[src/ccpos_pkg.sv]
package ccpos_pkg;
   // ***************************************************************
   // Register map (word offsets, APB byte addresses)
   // ***************************************************************
   localparam logic [7:0] ADDR_CAP_CTRL   = 8'h00;
   localparam logic [7:0] ADDR_CAPTURE    = 8'h04;
   localparam logic [7:0] ADDR_TB_CTRL    = 8'h08;
   localparam logic [7:0] ADDR_TB_COUNT   = 8'h0c;
   localparam logic [7:0] ADDR_OS_CTRL    = 8'h10;
   localparam logic [7:0] ADDR_PERIOD     = 8'h14;
   localparam logic [7:0] ADDR_PULSE      = 8'h18;
   localparam logic [7:0] ADDR_OS_COUNT   = 8'h1c;
   localparam logic [7:0] ADDR_IRQ_STATUS = 8'h20;
   localparam logic [7:0] ADDR_IRQ_MASK   = 8'h24;
   // ***************************************************************
   // Capture control fields
   // ***************************************************************
   localparam int          CAP_EN_BIT     = 7;
   localparam logic [3:0]  CAP_MODE_OFF   = 4'h0;
   localparam logic [3:0]  CAP_MODE_FALL  = 4'h4;
   localparam logic [3:0]  CAP_MODE_RISE  = 4'h5;
   localparam logic [3:0]  CAP_MODE_RISE4 = 4'h6;
   localparam logic [3:0]  CAP_MODE_RISE16 = 4'h7;
   localparam logic [3:0]  PRESC_DIV4     = 4'h3;
   localparam logic [3:0]  PRESC_DIV16    = 4'hf;
   // ***************************************************************
   // Timebase control fields
   // ***************************************************************
   localparam int          TB_ON_BIT      = 0;
   localparam int          TB_EXT_BIT     = 1;
   // ***************************************************************
   // One-shot timer fields
   // ***************************************************************
   localparam int          OS_ON_BIT      = 0;
   localparam int          OS_CCP_BIT     = 1;
   localparam int          OS_MODE_LSB    = 8;
   localparam logic [4:0]  OS_MODE_RISE   = 5'h09;
   localparam logic [4:0]  OS_MODE_FALL   = 5'h0a;
   localparam logic [4:0]  OS_MODE_BOTH   = 5'h0b;
   // ***************************************************************
   // Interrupt status bits
   // ***************************************************************
   localparam int          IRQ_CAP_BIT    = 0;
   localparam int          IRQ_OS_BIT     = 1;
   localparam int          IRQ_W          = 2;
   localparam logic [31:0] RESET_ZERO     = 32'h0000_0000;
endpackage : ccpos_pkg

[src/ccpos_edge_if.sv]
`timescale 1ns/1ps
`default_nettype none
interface ccpos_edge_if;
   logic rise;
   logic fall;
   modport det (output rise, output fall);
   modport use_side (input rise, input fall);
endinterface : ccpos_edge_if
`default_nettype wire

[src/ccpos_edge_det.sv]
`timescale 1ns/1ps
`default_nettype none
module ccpos_edge_det (
   input  wire logic       pclk,
   input  wire logic       presetn,
   input  wire logic       sig,
   ccpos_edge_if.det       edges
);
   typedef struct packed {
      logic last;
   } ccpos_ed_state_t;

   ccpos_ed_state_t st;
   ccpos_ed_state_t next_st;

   always_comb begin
      next_st      = st;
      next_st.last = sig;
   end

   always_ff @(posedge pclk or negedge presetn) begin
      if (!presetn) begin
         st <= '0;
      end else begin
         st <= next_st;
      end
   end

   // Pins are taken as synchronous, so one stage suffices
   assign edges.rise = sig & ~st.last;
   assign edges.fall = ~sig & st.last;
endmodule : ccpos_edge_det
`default_nettype wire

[src/ccpos_top.sv]
// Functional notes
// [RULE_01] One-shot timer starts only after enable and then a qualifying trigger edge
// [RULE_02] One-shot clears its enable when count equals period register
// [RULE_03] Mode 01001 rising, 01010 falling, 01011 either edge starts one-shot
// [RULE_04] After software disable, re-enable needs a fresh trigger edge
// [RULE_05] With unit paired, start edge drives PWM output active
// [RULE_06] PWM goes inactive at pulse-width match, stays inactive through halt
// [RULE_07] Software runs timebase synchronized for capture to work
// [RULE_08] Changing capture mode may raise a spurious capture flag
// [RULE_09] Software masks capture interrupt while changing modes, then clears flag
// [RULE_10] Timebase for capture clocked from instruction clock or external source
// [RULE_11] Capture mode field gives four distinct prescaler settings
// [RULE_12] Prescaler counter held zero when unit off or not capturing
// [RULE_13] Every reset clears the prescaler counter
// [RULE_14] Prescaler change alone keeps the counter, may give spurious flag
// [RULE_15] Software clears control register before writing new prescaler
// [RULE_16] Instruction-clocked timebase stops incrementing during sleep
// [RULE_17] After wake the timebase resumes from its held value
// [RULE_18] Capture runs in sleep when timebase uses external clock
// [RULE_19] Each prescaled capture event copies timebase and sets capture flag
`timescale 1ns/1ps
`default_nettype none
module ccpos_top (
   input  wire logic        pclk,
   input  wire logic        presetn,
   input  wire logic        psel,
   input  wire logic        penable,
   input  wire logic        pwrite,
   input  wire logic [7:0]  paddr,
   input  wire logic [31:0] pwdata,
   output logic      [31:0] prdata,
   output logic             pready,
   output logic             pslverr,
   input  wire logic        capture_pin,
   input  wire logic        timer_external_trigger,
   input  wire logic        ext_clk_tick,
   input  wire logic        sleep,
   output logic             pwm_out,
   output logic             irq
);
   // ***************************************************************
   // State
   // ***************************************************************
   typedef struct packed {
      logic [7:0]  capture_control_register;
      logic [15:0] capture_value;
      logic [1:0]  tb_ctrl;
      logic [15:0] tb_count;
      logic        os_on;
      logic        os_ccp;
      logic [4:0]  os_mode;
      logic        os_running;
      logic [15:0] period_register;
      logic [15:0] pulse_width_register;
      logic [15:0] period_timer_count;
      logic        pwm;
      logic [3:0]  presc_cnt;
      logic [1:0]  irq_status;
      logic [1:0]  irq_mask;
      logic [31:0] rdata;
   } ccpos_state_t;

   ccpos_state_t st;
   ccpos_state_t next_st;

   ccpos_edge_if cap_e ();
   ccpos_edge_if trg_e ();

   ccpos_edge_det u_cap_edge (
      .pclk    (pclk),
      .presetn (presetn),
      .sig     (capture_pin),
      .edges   (cap_e.det)
   );

   ccpos_edge_det u_trg_edge (
      .pclk    (pclk),
      .presetn (presetn),
      .sig     (timer_external_trigger),
      .edges   (trg_e.det)
   );

   logic       wr;
   logic       rd;
   logic       cap_en;
   logic [3:0] cap_mode;
   logic       capturing;
   logic       cap_edge;
   logic [3:0] presc_lim;
   logic       cap_event;
   logic       tb_tick;
   logic       trig_ok;
   logic       os_tick;
   logic       period_hit;
   logic       pulse_hit;
   logic [1:0] set_bits;

   assign wr = psel & penable & pwrite;
   assign rd = psel & ~penable & ~pwrite;
   assign cap_en = st.capture_control_register[ccpos_pkg::CAP_EN_BIT];
   assign cap_mode = st.capture_control_register[3:0];
   assign capturing = cap_en && (cap_mode >= ccpos_pkg::CAP_MODE_FALL)
                      && (cap_mode <= ccpos_pkg::CAP_MODE_RISE16);

   // ***************************************************************
   // Capture prescaler
   // ***************************************************************
   always_comb begin
      unique case (cap_mode) // RULE_11
         ccpos_pkg::CAP_MODE_FALL: begin
            cap_edge  = cap_e.fall;
            presc_lim = 4'h0;
         end
         ccpos_pkg::CAP_MODE_RISE4: begin
            cap_edge  = cap_e.rise;
            presc_lim = ccpos_pkg::PRESC_DIV4;
         end
         ccpos_pkg::CAP_MODE_RISE16: begin
            cap_edge  = cap_e.rise;
            presc_lim = ccpos_pkg::PRESC_DIV16;
         end
         default: begin
            cap_edge  = cap_e.rise;
            presc_lim = 4'h0;
         end
      endcase
   end

   // Counter is not cleared on a limit change, so a lowered limit fires early
   assign cap_event = capturing && cap_edge && (st.presc_cnt >= presc_lim); // RULE_14

   // ***************************************************************
   // Timebase: internal ticks stop in sleep, external ones run on
   // ***************************************************************
   always_comb begin
      if (st.tb_ctrl[ccpos_pkg::TB_EXT_BIT]) begin
         tb_tick = st.tb_ctrl[ccpos_pkg::TB_ON_BIT] & ext_clk_tick; // RULE_18
      end else begin
         tb_tick = st.tb_ctrl[ccpos_pkg::TB_ON_BIT] & ~sleep; // RULE_16
      end
   end

   // ***************************************************************
   // One-shot timer
   // ***************************************************************
   always_comb begin
      unique case (st.os_mode) // RULE_03
         ccpos_pkg::OS_MODE_RISE: trig_ok = trg_e.rise;
         ccpos_pkg::OS_MODE_FALL: trig_ok = trg_e.fall;
         ccpos_pkg::OS_MODE_BOTH: trig_ok = trg_e.rise | trg_e.fall;
         default:                 trig_ok = 1'b0;
      endcase
   end

   assign os_tick    = st.os_on & st.os_running;
   assign period_hit = os_tick && (st.period_timer_count == st.period_register);
   assign pulse_hit  = os_tick && (st.period_timer_count == st.pulse_width_register);

   // ***************************************************************
   // Next state
   // ***************************************************************
   always_comb begin
      next_st  = st;
      set_bits = '0;

      if (tb_tick) begin
         next_st.tb_count = st.tb_count + 16'h0001; // RULE_17
      end

      if (!capturing) begin
         next_st.presc_cnt = 4'h0; // RULE_12
      end else if (cap_edge) begin
         next_st.presc_cnt = cap_event ? 4'h0 : st.presc_cnt + 4'h1;
      end
      if (cap_event) begin
         next_st.capture_value = st.tb_count; // RULE_19
         set_bits[ccpos_pkg::IRQ_CAP_BIT] = 1'b1;
      end

      if (st.os_on && !st.os_running && trig_ok) begin
         next_st.os_running = 1'b1; // RULE_01
         if (st.os_ccp) begin
            next_st.pwm = 1'b1; // RULE_05
         end
      end
      if (os_tick) begin
         next_st.period_timer_count = st.period_timer_count + 16'h0001;
         if (pulse_hit) begin
            next_st.pwm = 1'b0; // RULE_06
         end
         if (period_hit) begin
            next_st.os_on              = 1'b0; // RULE_02
            next_st.os_running         = 1'b0;
            next_st.period_timer_count = 16'h0000;
            set_bits[ccpos_pkg::IRQ_OS_BIT] = 1'b1;
         end
      end

      if (wr) begin
         unique case (paddr)
            ccpos_pkg::ADDR_CAP_CTRL: begin
               next_st.capture_control_register = pwdata[7:0];
               // Any mode change may look like an edge; flag it as hardware does
               if (pwdata[3:0] != cap_mode) begin
                  set_bits[ccpos_pkg::IRQ_CAP_BIT] = 1'b1; // RULE_08
               end
            end
            ccpos_pkg::ADDR_TB_CTRL:  next_st.tb_ctrl = pwdata[1:0];
            ccpos_pkg::ADDR_TB_COUNT: next_st.tb_count = pwdata[15:0];
            ccpos_pkg::ADDR_OS_CTRL: begin
               next_st.os_on   = pwdata[ccpos_pkg::OS_ON_BIT];
               next_st.os_ccp  = pwdata[ccpos_pkg::OS_CCP_BIT];
               next_st.os_mode = pwdata[ccpos_pkg::OS_MODE_LSB +: 5];
               if (!pwdata[ccpos_pkg::OS_ON_BIT]) begin
                  next_st.os_running = 1'b0; // RULE_04
               end
            end
            ccpos_pkg::ADDR_PERIOD:    next_st.period_register = pwdata[15:0];
            ccpos_pkg::ADDR_PULSE:     next_st.pulse_width_register = pwdata[15:0];
            ccpos_pkg::ADDR_OS_COUNT:  next_st.period_timer_count = pwdata[15:0];
            ccpos_pkg::ADDR_IRQ_STATUS: next_st.irq_status = st.irq_status & ~pwdata[1:0];
            ccpos_pkg::ADDR_IRQ_MASK:  next_st.irq_mask = pwdata[1:0];
            default: begin
            end
         endcase
      end
      // Set wins over a same-cycle write-one clear
      next_st.irq_status = next_st.irq_status | set_bits;

      if (rd) begin
         unique case (paddr)
            ccpos_pkg::ADDR_CAP_CTRL:  next_st.rdata = {24'h0, st.capture_control_register};
            ccpos_pkg::ADDR_CAPTURE:   next_st.rdata = {16'h0, st.capture_value};
            ccpos_pkg::ADDR_TB_CTRL:   next_st.rdata = {30'h0, st.tb_ctrl};
            ccpos_pkg::ADDR_TB_COUNT:  next_st.rdata = {16'h0, st.tb_count};
            ccpos_pkg::ADDR_OS_CTRL:   next_st.rdata = {19'h0, st.os_mode, 5'h0,
                                                        st.os_running, st.os_ccp, st.os_on};
            ccpos_pkg::ADDR_PERIOD:    next_st.rdata = {16'h0, st.period_register};
            ccpos_pkg::ADDR_PULSE:     next_st.rdata = {16'h0, st.pulse_width_register};
            ccpos_pkg::ADDR_OS_COUNT:  next_st.rdata = {16'h0, st.period_timer_count};
            ccpos_pkg::ADDR_IRQ_STATUS: next_st.rdata = {30'h0, st.irq_status};
            ccpos_pkg::ADDR_IRQ_MASK:  next_st.rdata = {30'h0, st.irq_mask};
            default:                   next_st.rdata = ccpos_pkg::RESET_ZERO;
         endcase
      end
   end

   always_ff @(posedge pclk or negedge presetn) begin
      if (!presetn) begin
         st <= '0; // RULE_13
      end else begin
         st <= next_st;
      end
   end

   // ***************************************************************
   // Outputs
   // ***************************************************************
   assign prdata  = st.rdata;
   assign pready  = 1'b1;
   assign pslverr = 1'b0;
   assign pwm_out = st.pwm;
   assign irq     = |(st.irq_status & st.irq_mask);

   // ***************************************************************
   // Assertions
   // ***************************************************************
   presc_zero_off_a: assert property (@(posedge pclk) disable iff (!presetn)
      !capturing |=> st.presc_cnt == 4'h0)
      else $error("Prescaler not cleared while idle"); // RULE_12
   os_wait_trig_a: assert property (@(posedge pclk) disable iff (!presetn)
      (st.os_on && !st.os_running && !trig_ok) |=> !st.os_running)
      else $error("One-shot started without trigger"); // RULE_01
   os_auto_off_a: assert property (@(posedge pclk) disable iff (!presetn)
      (period_hit && !wr) |=> !st.os_on && st.period_timer_count == 16'h0000)
      else $error("One-shot did not halt at period"); // RULE_02
   os_rise_mode_a: assert property (@(posedge pclk) disable iff (!presetn)
      (st.os_mode == ccpos_pkg::OS_MODE_RISE && st.os_on && !st.os_running
       && trg_e.fall) |=> !st.os_running)
      else $error("Rising mode started on fall"); // RULE_03
   os_rearm_a: assert property (@(posedge pclk) disable iff (!presetn)
      (wr && paddr == ccpos_pkg::ADDR_OS_CTRL && !pwdata[0]) |=> !st.os_running)
      else $error("Disable did not disarm"); // RULE_04
   pwm_start_a: assert property (@(posedge pclk) disable iff (!presetn)
      (st.os_on && !st.os_running && trig_ok && st.os_ccp) |=> pwm_out)
      else $error("PWM not driven at start"); // RULE_05
   pwm_stop_a: assert property (@(posedge pclk) disable iff (!presetn)
      pulse_hit |=> !pwm_out ##1 (!pwm_out || st.os_running))
      else $error("PWM not released at pulse match"); // RULE_06
   tb_sleep_a: assert property (@(posedge pclk) disable iff (!presetn)
      (sleep && !st.tb_ctrl[ccpos_pkg::TB_EXT_BIT] && !wr) |=> $stable(st.tb_count))
      else $error("Timebase ran in sleep"); // RULE_16
   cap_copy_a: assert property (@(posedge pclk) disable iff (!presetn)
      cap_event |=> st.capture_value == $past(st.tb_count)
                    && st.irq_status[ccpos_pkg::IRQ_CAP_BIT])
      else $error("Capture not stored"); // RULE_19
   mode_flag_a: assert property (@(posedge pclk) disable iff (!presetn)
      (wr && paddr == ccpos_pkg::ADDR_CAP_CTRL && pwdata[3:0] != cap_mode)
      |=> st.irq_status[ccpos_pkg::IRQ_CAP_BIT])
      else $error("Mode change flag missing"); // RULE_08

   cap_seen_c:  cover property (@(posedge pclk) disable iff (!presetn) cap_event);
   os_full_c:   cover property (@(posedge pclk) disable iff (!presetn) period_hit);
   pwm_pulse_c: cover property (@(posedge pclk) disable iff (!presetn) pulse_hit && st.pwm);
   irq_c:       cover property (@(posedge pclk) disable iff (!presetn) irq);
endmodule : ccpos_top
`default_nettype wire

[config.mk]
export PLATFORM = sky130hd
export DESIGN_NAME = ccpos_top
export DESIGN_NICKNAME = d
export VERILOG_FILES = /design/src/ccpos_pkg.sv /design/src/ccpos_edge_if.sv /design/src/ccpos_edge_det.sv /design/src/ccpos_top.sv
export SDC_FILE = /design/constraint.sdc
export NUM_CORES = 1
export LEC_CHECK = 0
export BUFFER_PORTS_ARGS = -buffer_cell sky130_fd_sc_hd__buf_4
export CAP_MARGIN = 20
export CORE_ASPECT_RATIO = 1.2
export CORE_UTILIZATION = 28
export CTS_CLUSTER_SIZE = 8
export DETAILED_ROUTE_END_ITERATION = 7
export PLACE_DENSITY = 0.56
export SETUP_SLACK_MARGIN = 0.15
export SYNTH_ARGS = -nofsm -noshare
export SYNTH_HDL_FRONTEND = slang
export SYNTH_SLANG_ARGS = --single-unit
[constraint.sdc]
create_clock -name pclk -period 2.4 [get_ports pclk]
set_clock_uncertainty 0.2 [all_clocks]
set_input_delay 0.12 -clock pclk [delete_from_list [all_inputs] [get_ports pclk]]
set_output_delay 0.12 -clock pclk [all_outputs]
set_load 0.005 [all_outputs]
==> results.sh <==
export IMPL_cts_tree="done"
export IMPL_worst_pin_slew_ns=0.737
export IMPL_dp_hpwl_um=15900
export IMPL_r2r_start="cap_mode[3]$_DFFE_PN0P_"
export IMPL_critPathMaxFanout=8
export IMPL_die_x_um=148
export IMPL_io_buffer_count=50
export IMPL_crit_chain="nor2b_4, and2_4, ha_4, nand2b_4, a21oi_4, o21ai_4, buf_12, nand2b_4, mux2_4"
export IMPL_root_buffer="clkbuf_16"
export IMPL_layoutNonFillerInstCount=1127
export IMPL_status="complete, no violations"
export IMPL_die_area_um2=26400
export IMPL_nets=847
export IMPL_min_path_type="primary input to flip-flop"
export IMPL_utilization=0.358
export IMPL_max_stage_delay_ns=0.40
export IMPL_setup_ws_ns=0.181
export IMPL_synth_warnings=0
export IMPL_grt_overflow=0
export IMPL_synth_edf_count=0
export IMPL_core_area_um2=25000
export IMPL_pwr_density_cell_nw_per_um2=565
export IMPL_max_freq_ghz=0.451
export IMPL_synth_top_cell_area_share=0.434
export IMPL_clock_path_buffers=2
export IMPL_syn_to_final_growth_pct=24.2
export IMPL_gp_routability_congestion=0.907
export IMPL_num_rows=63
export IMPL_ctsHtreeMaxLevel=4
export IMPL_peakVddDrop_v=0.000323
export IMPL_switchingPower_mw=1.22
export IMPL_drtIter0Drc=411
export IMPL_worst_hold_slack_ns=0.0187
export IMPL_crit_path_end_kind="flip-flop"
export IMPL_detail_route_antenna_nets=0
export IMPL_synthArstFlopShare=1.00
export IMPL_hold_depth=5
export IMPL_synthFlopType="dfrtp_1"
export IMPL_worst_ep_arrival_time_ns=2.32
export IMPL_path_class="flip-flop to flip-flop"
export IMPL_clock_sinks=125
export IMPL_switching_share=0.240
export IMPL_syn_area_um2=7200
export IMPL_yosys_area_top_type="dfrtp_1"
export IMPL_power_total_mw=5.06
export IMPL_final_area_um2=8940
export IMPL_p_int_mw=3.84
export IMPL_slew_headroom=0.506
export IMPL_min_from="paddr[6]"
export IMPL_vias_per_cell=5.01
export IMPL_path_clk_slew_ns=0.06
export IMPL_grt_max_degree=53
export IMPL_synth_cell_types=62
export IMPL_cts_made_buffers=17
export IMPL_dp_cells=1069
export IMPL_critical_path_startpoint="cap_mode[3]$_DFFE_PN0P_"
export IMPL_tns_ns=0
export IMPL_power_leakage_nw=3.93
export IMPL_antenna_found_initial=2
export IMPL_rsz0062_at_grt="yes"
export IMPL_syn_avg_cell_area_um2=10.1
export IMPL_p_comb_frac=0.076
export IMPL_crit_path_start_kind="flip-flop"
export IMPL_finalCriticalPeriod_ns=2.22
export IMPL_slew_violations=0
export IMPL_ys_seq_area_frac=0.434
export IMPL_routedWlPerCell_um=19.3
export IMPL_track_usage=0.174
export IMPL_drc=0
export IMPL_post_dp_cell_area_um2=8040
export IMPL_ios=85
export IMPL_synth_area_leaders="dfrtp_1, mux2_1, nand2_1"
export IMPL_wl_um=21700
export IMPL_cap_violations=0
export IMPL_clkPwrFrac=0.491
export IMPL_die_y_um=178
export IMPL_initial_core_util=0.288
export IMPL_drt_first_pass_iters=7
export IMPL_yosys_register_bits=125
export IMPL_worst_path_max_delay_cell="dfrtp_1"
export IMPL_hold_violations=0
export IMPL_cp_required_ns=2.50
export IMPL_p_seq_frac=0.432
export IMPL_grt_pass1_wl_um=33800
export IMPL_r2r_cells=9
export IMPL_setup_viol=0
export IMPL_syn_instance_count=712
export IMPL_layout_drive_gt1_share=0.223
export IMPL_grt_pass1_vias=5738
export IMPL_pre_cts_slack_ns=0.0223
export IMPL_path_common_cell="nand2b_4"
export IMPL_num_vias=5650
export IMPL_fin_crit_sh=0.925
export IMPL_clk_latency_ns=0.42
-- synth_stat cells, drive strengths merged, types with 13 or more instances --
| library cell | instances |
|---|---|
| xnor2 | 35 |
| mux2 | 65 |
| buf | 48 |
| a22oi | 16 |
| nand2 | 84 |
| clkbuf | 25 |
| dfrtp | 125 |
| nand3 | 22 |
| a21oi | 30 |
| nor2 | 47 |
| xor2 | 29 |
| o21ai | 29 |
| o31ai | 13 |
-- power groups by stage --
| stage | Combinational [mW] | Clock [mW] | Sequential, mW |
|---|---|---|---|
| floorplan | 0.183 | 0 | 2.20 |
| global placement | 0.354 | 0 | 2.22 |
| detailed placement | 0.355 | 0 | 2.22 |
| CTS | 0.388 | 2.52 | 2.19 |
| global route | 0.422 | 2.62 | 2.19 |
| finish | 0.386 | 2.48 | 2.19 |
-- per-layer routing --
layer | GRT usage | up-vias | wire (um)
met3 | 0.0411 | 44 | 1230
met2 | 0.285 | 169 | 10300
met5 | 0 | - | 0
li1 | - | 2641 | -
met4 | 0.0769 | 0 | 753
met1 | 0.217 | 2796 | 9390
-- layout make-up --
class                           instances  area, um^2
Inverter                               11        41.3
Clock buffer                           19         443
Tap cell                              325         407
Multi-Input combinational cell        521        3840
Clock inverter                         11         120
Antenna cell                            2        5.00
Fill cell                            2525       16000
Sequential cell                       125        3130
Timing Repair Buffer                  113         961
-- sequential cells by signal, summed over array words and instances, names as in the netlist --
signal / cells
st: 101
prdata: 16
cap_mode: 4
cap_en: 1
pwm_out: 1
u_cap_edge.st: 1
u_trg_edge.st: 1
-- worst max-delay path, delay by kind of cell, from the launching register on --
family,cells,cell delay [ns]
and+or+nand+nor,4,0.62
buffers and inverters,1,0.15
AOI/OAI and AO/OA,2,0.22
muxes,1,0.32
DFF,1,0.40
adders and majority gates,1,0.19
-- timing repair --
action                                 CTS  global route
resized for setup                        5             7
setup endpoints to repair               16            24
endpoints found under the hold margin  214             0
cloned                                   2             0
hold buffers                            21             0
pin swaps                                2             3
setup buffers                            3             0
-- cells in the final DEF, fill, tap and decap left out, types with 10 or more instances in the layout --
cell type / count
dfrtp_1: 125
buf_4: 88
nand2_1: 80
nor2_1: 43
mux2_1: 43
xnor2_1: 35
xor2_1: 29
a21oi_1: 28
nand3_1: 21
dlygate4sd3_1: 20
conb_1: 18
o21ai_1: 17
clkbuf_16: 17
a22oi_1: 16
mux2_4: 14
o31ai_1: 13
inv_1: 11
nand4_1: 11
nor3_1: 10
o21ai_0: 10
mux2i_1: 10
-- final timing paths --
path                       slack [ns]                    end
max                              0.18    st[128]$_DFFE_PN0P_
min                              0.02  prdata[2]$_DFFE_PN0P_
max reg2reg                      0.18    st[128]$_DFFE_PN0P_
min reg2reg                      0.28  prdata[7]$_DFFE_PN0P_
max in group asynchronous        1.66     st[33]$_DFFE_PN0P_
min in group asynchronous        0.03       st[56]$_DFF_PN0_
-- cells by family after synthesis --
family                     share of synthesized area
AOI/OAI and AO/OA                              0.115
xor gates and xnor gates                      0.0778
adders and majority gates                     0.0156
buffers and inverters                         0.0653
DFF                                            0.434
muxes                                          0.136
other                                        0.00104
and+or+nand+nor                                0.155
Power figures use the tool's default switching activity.
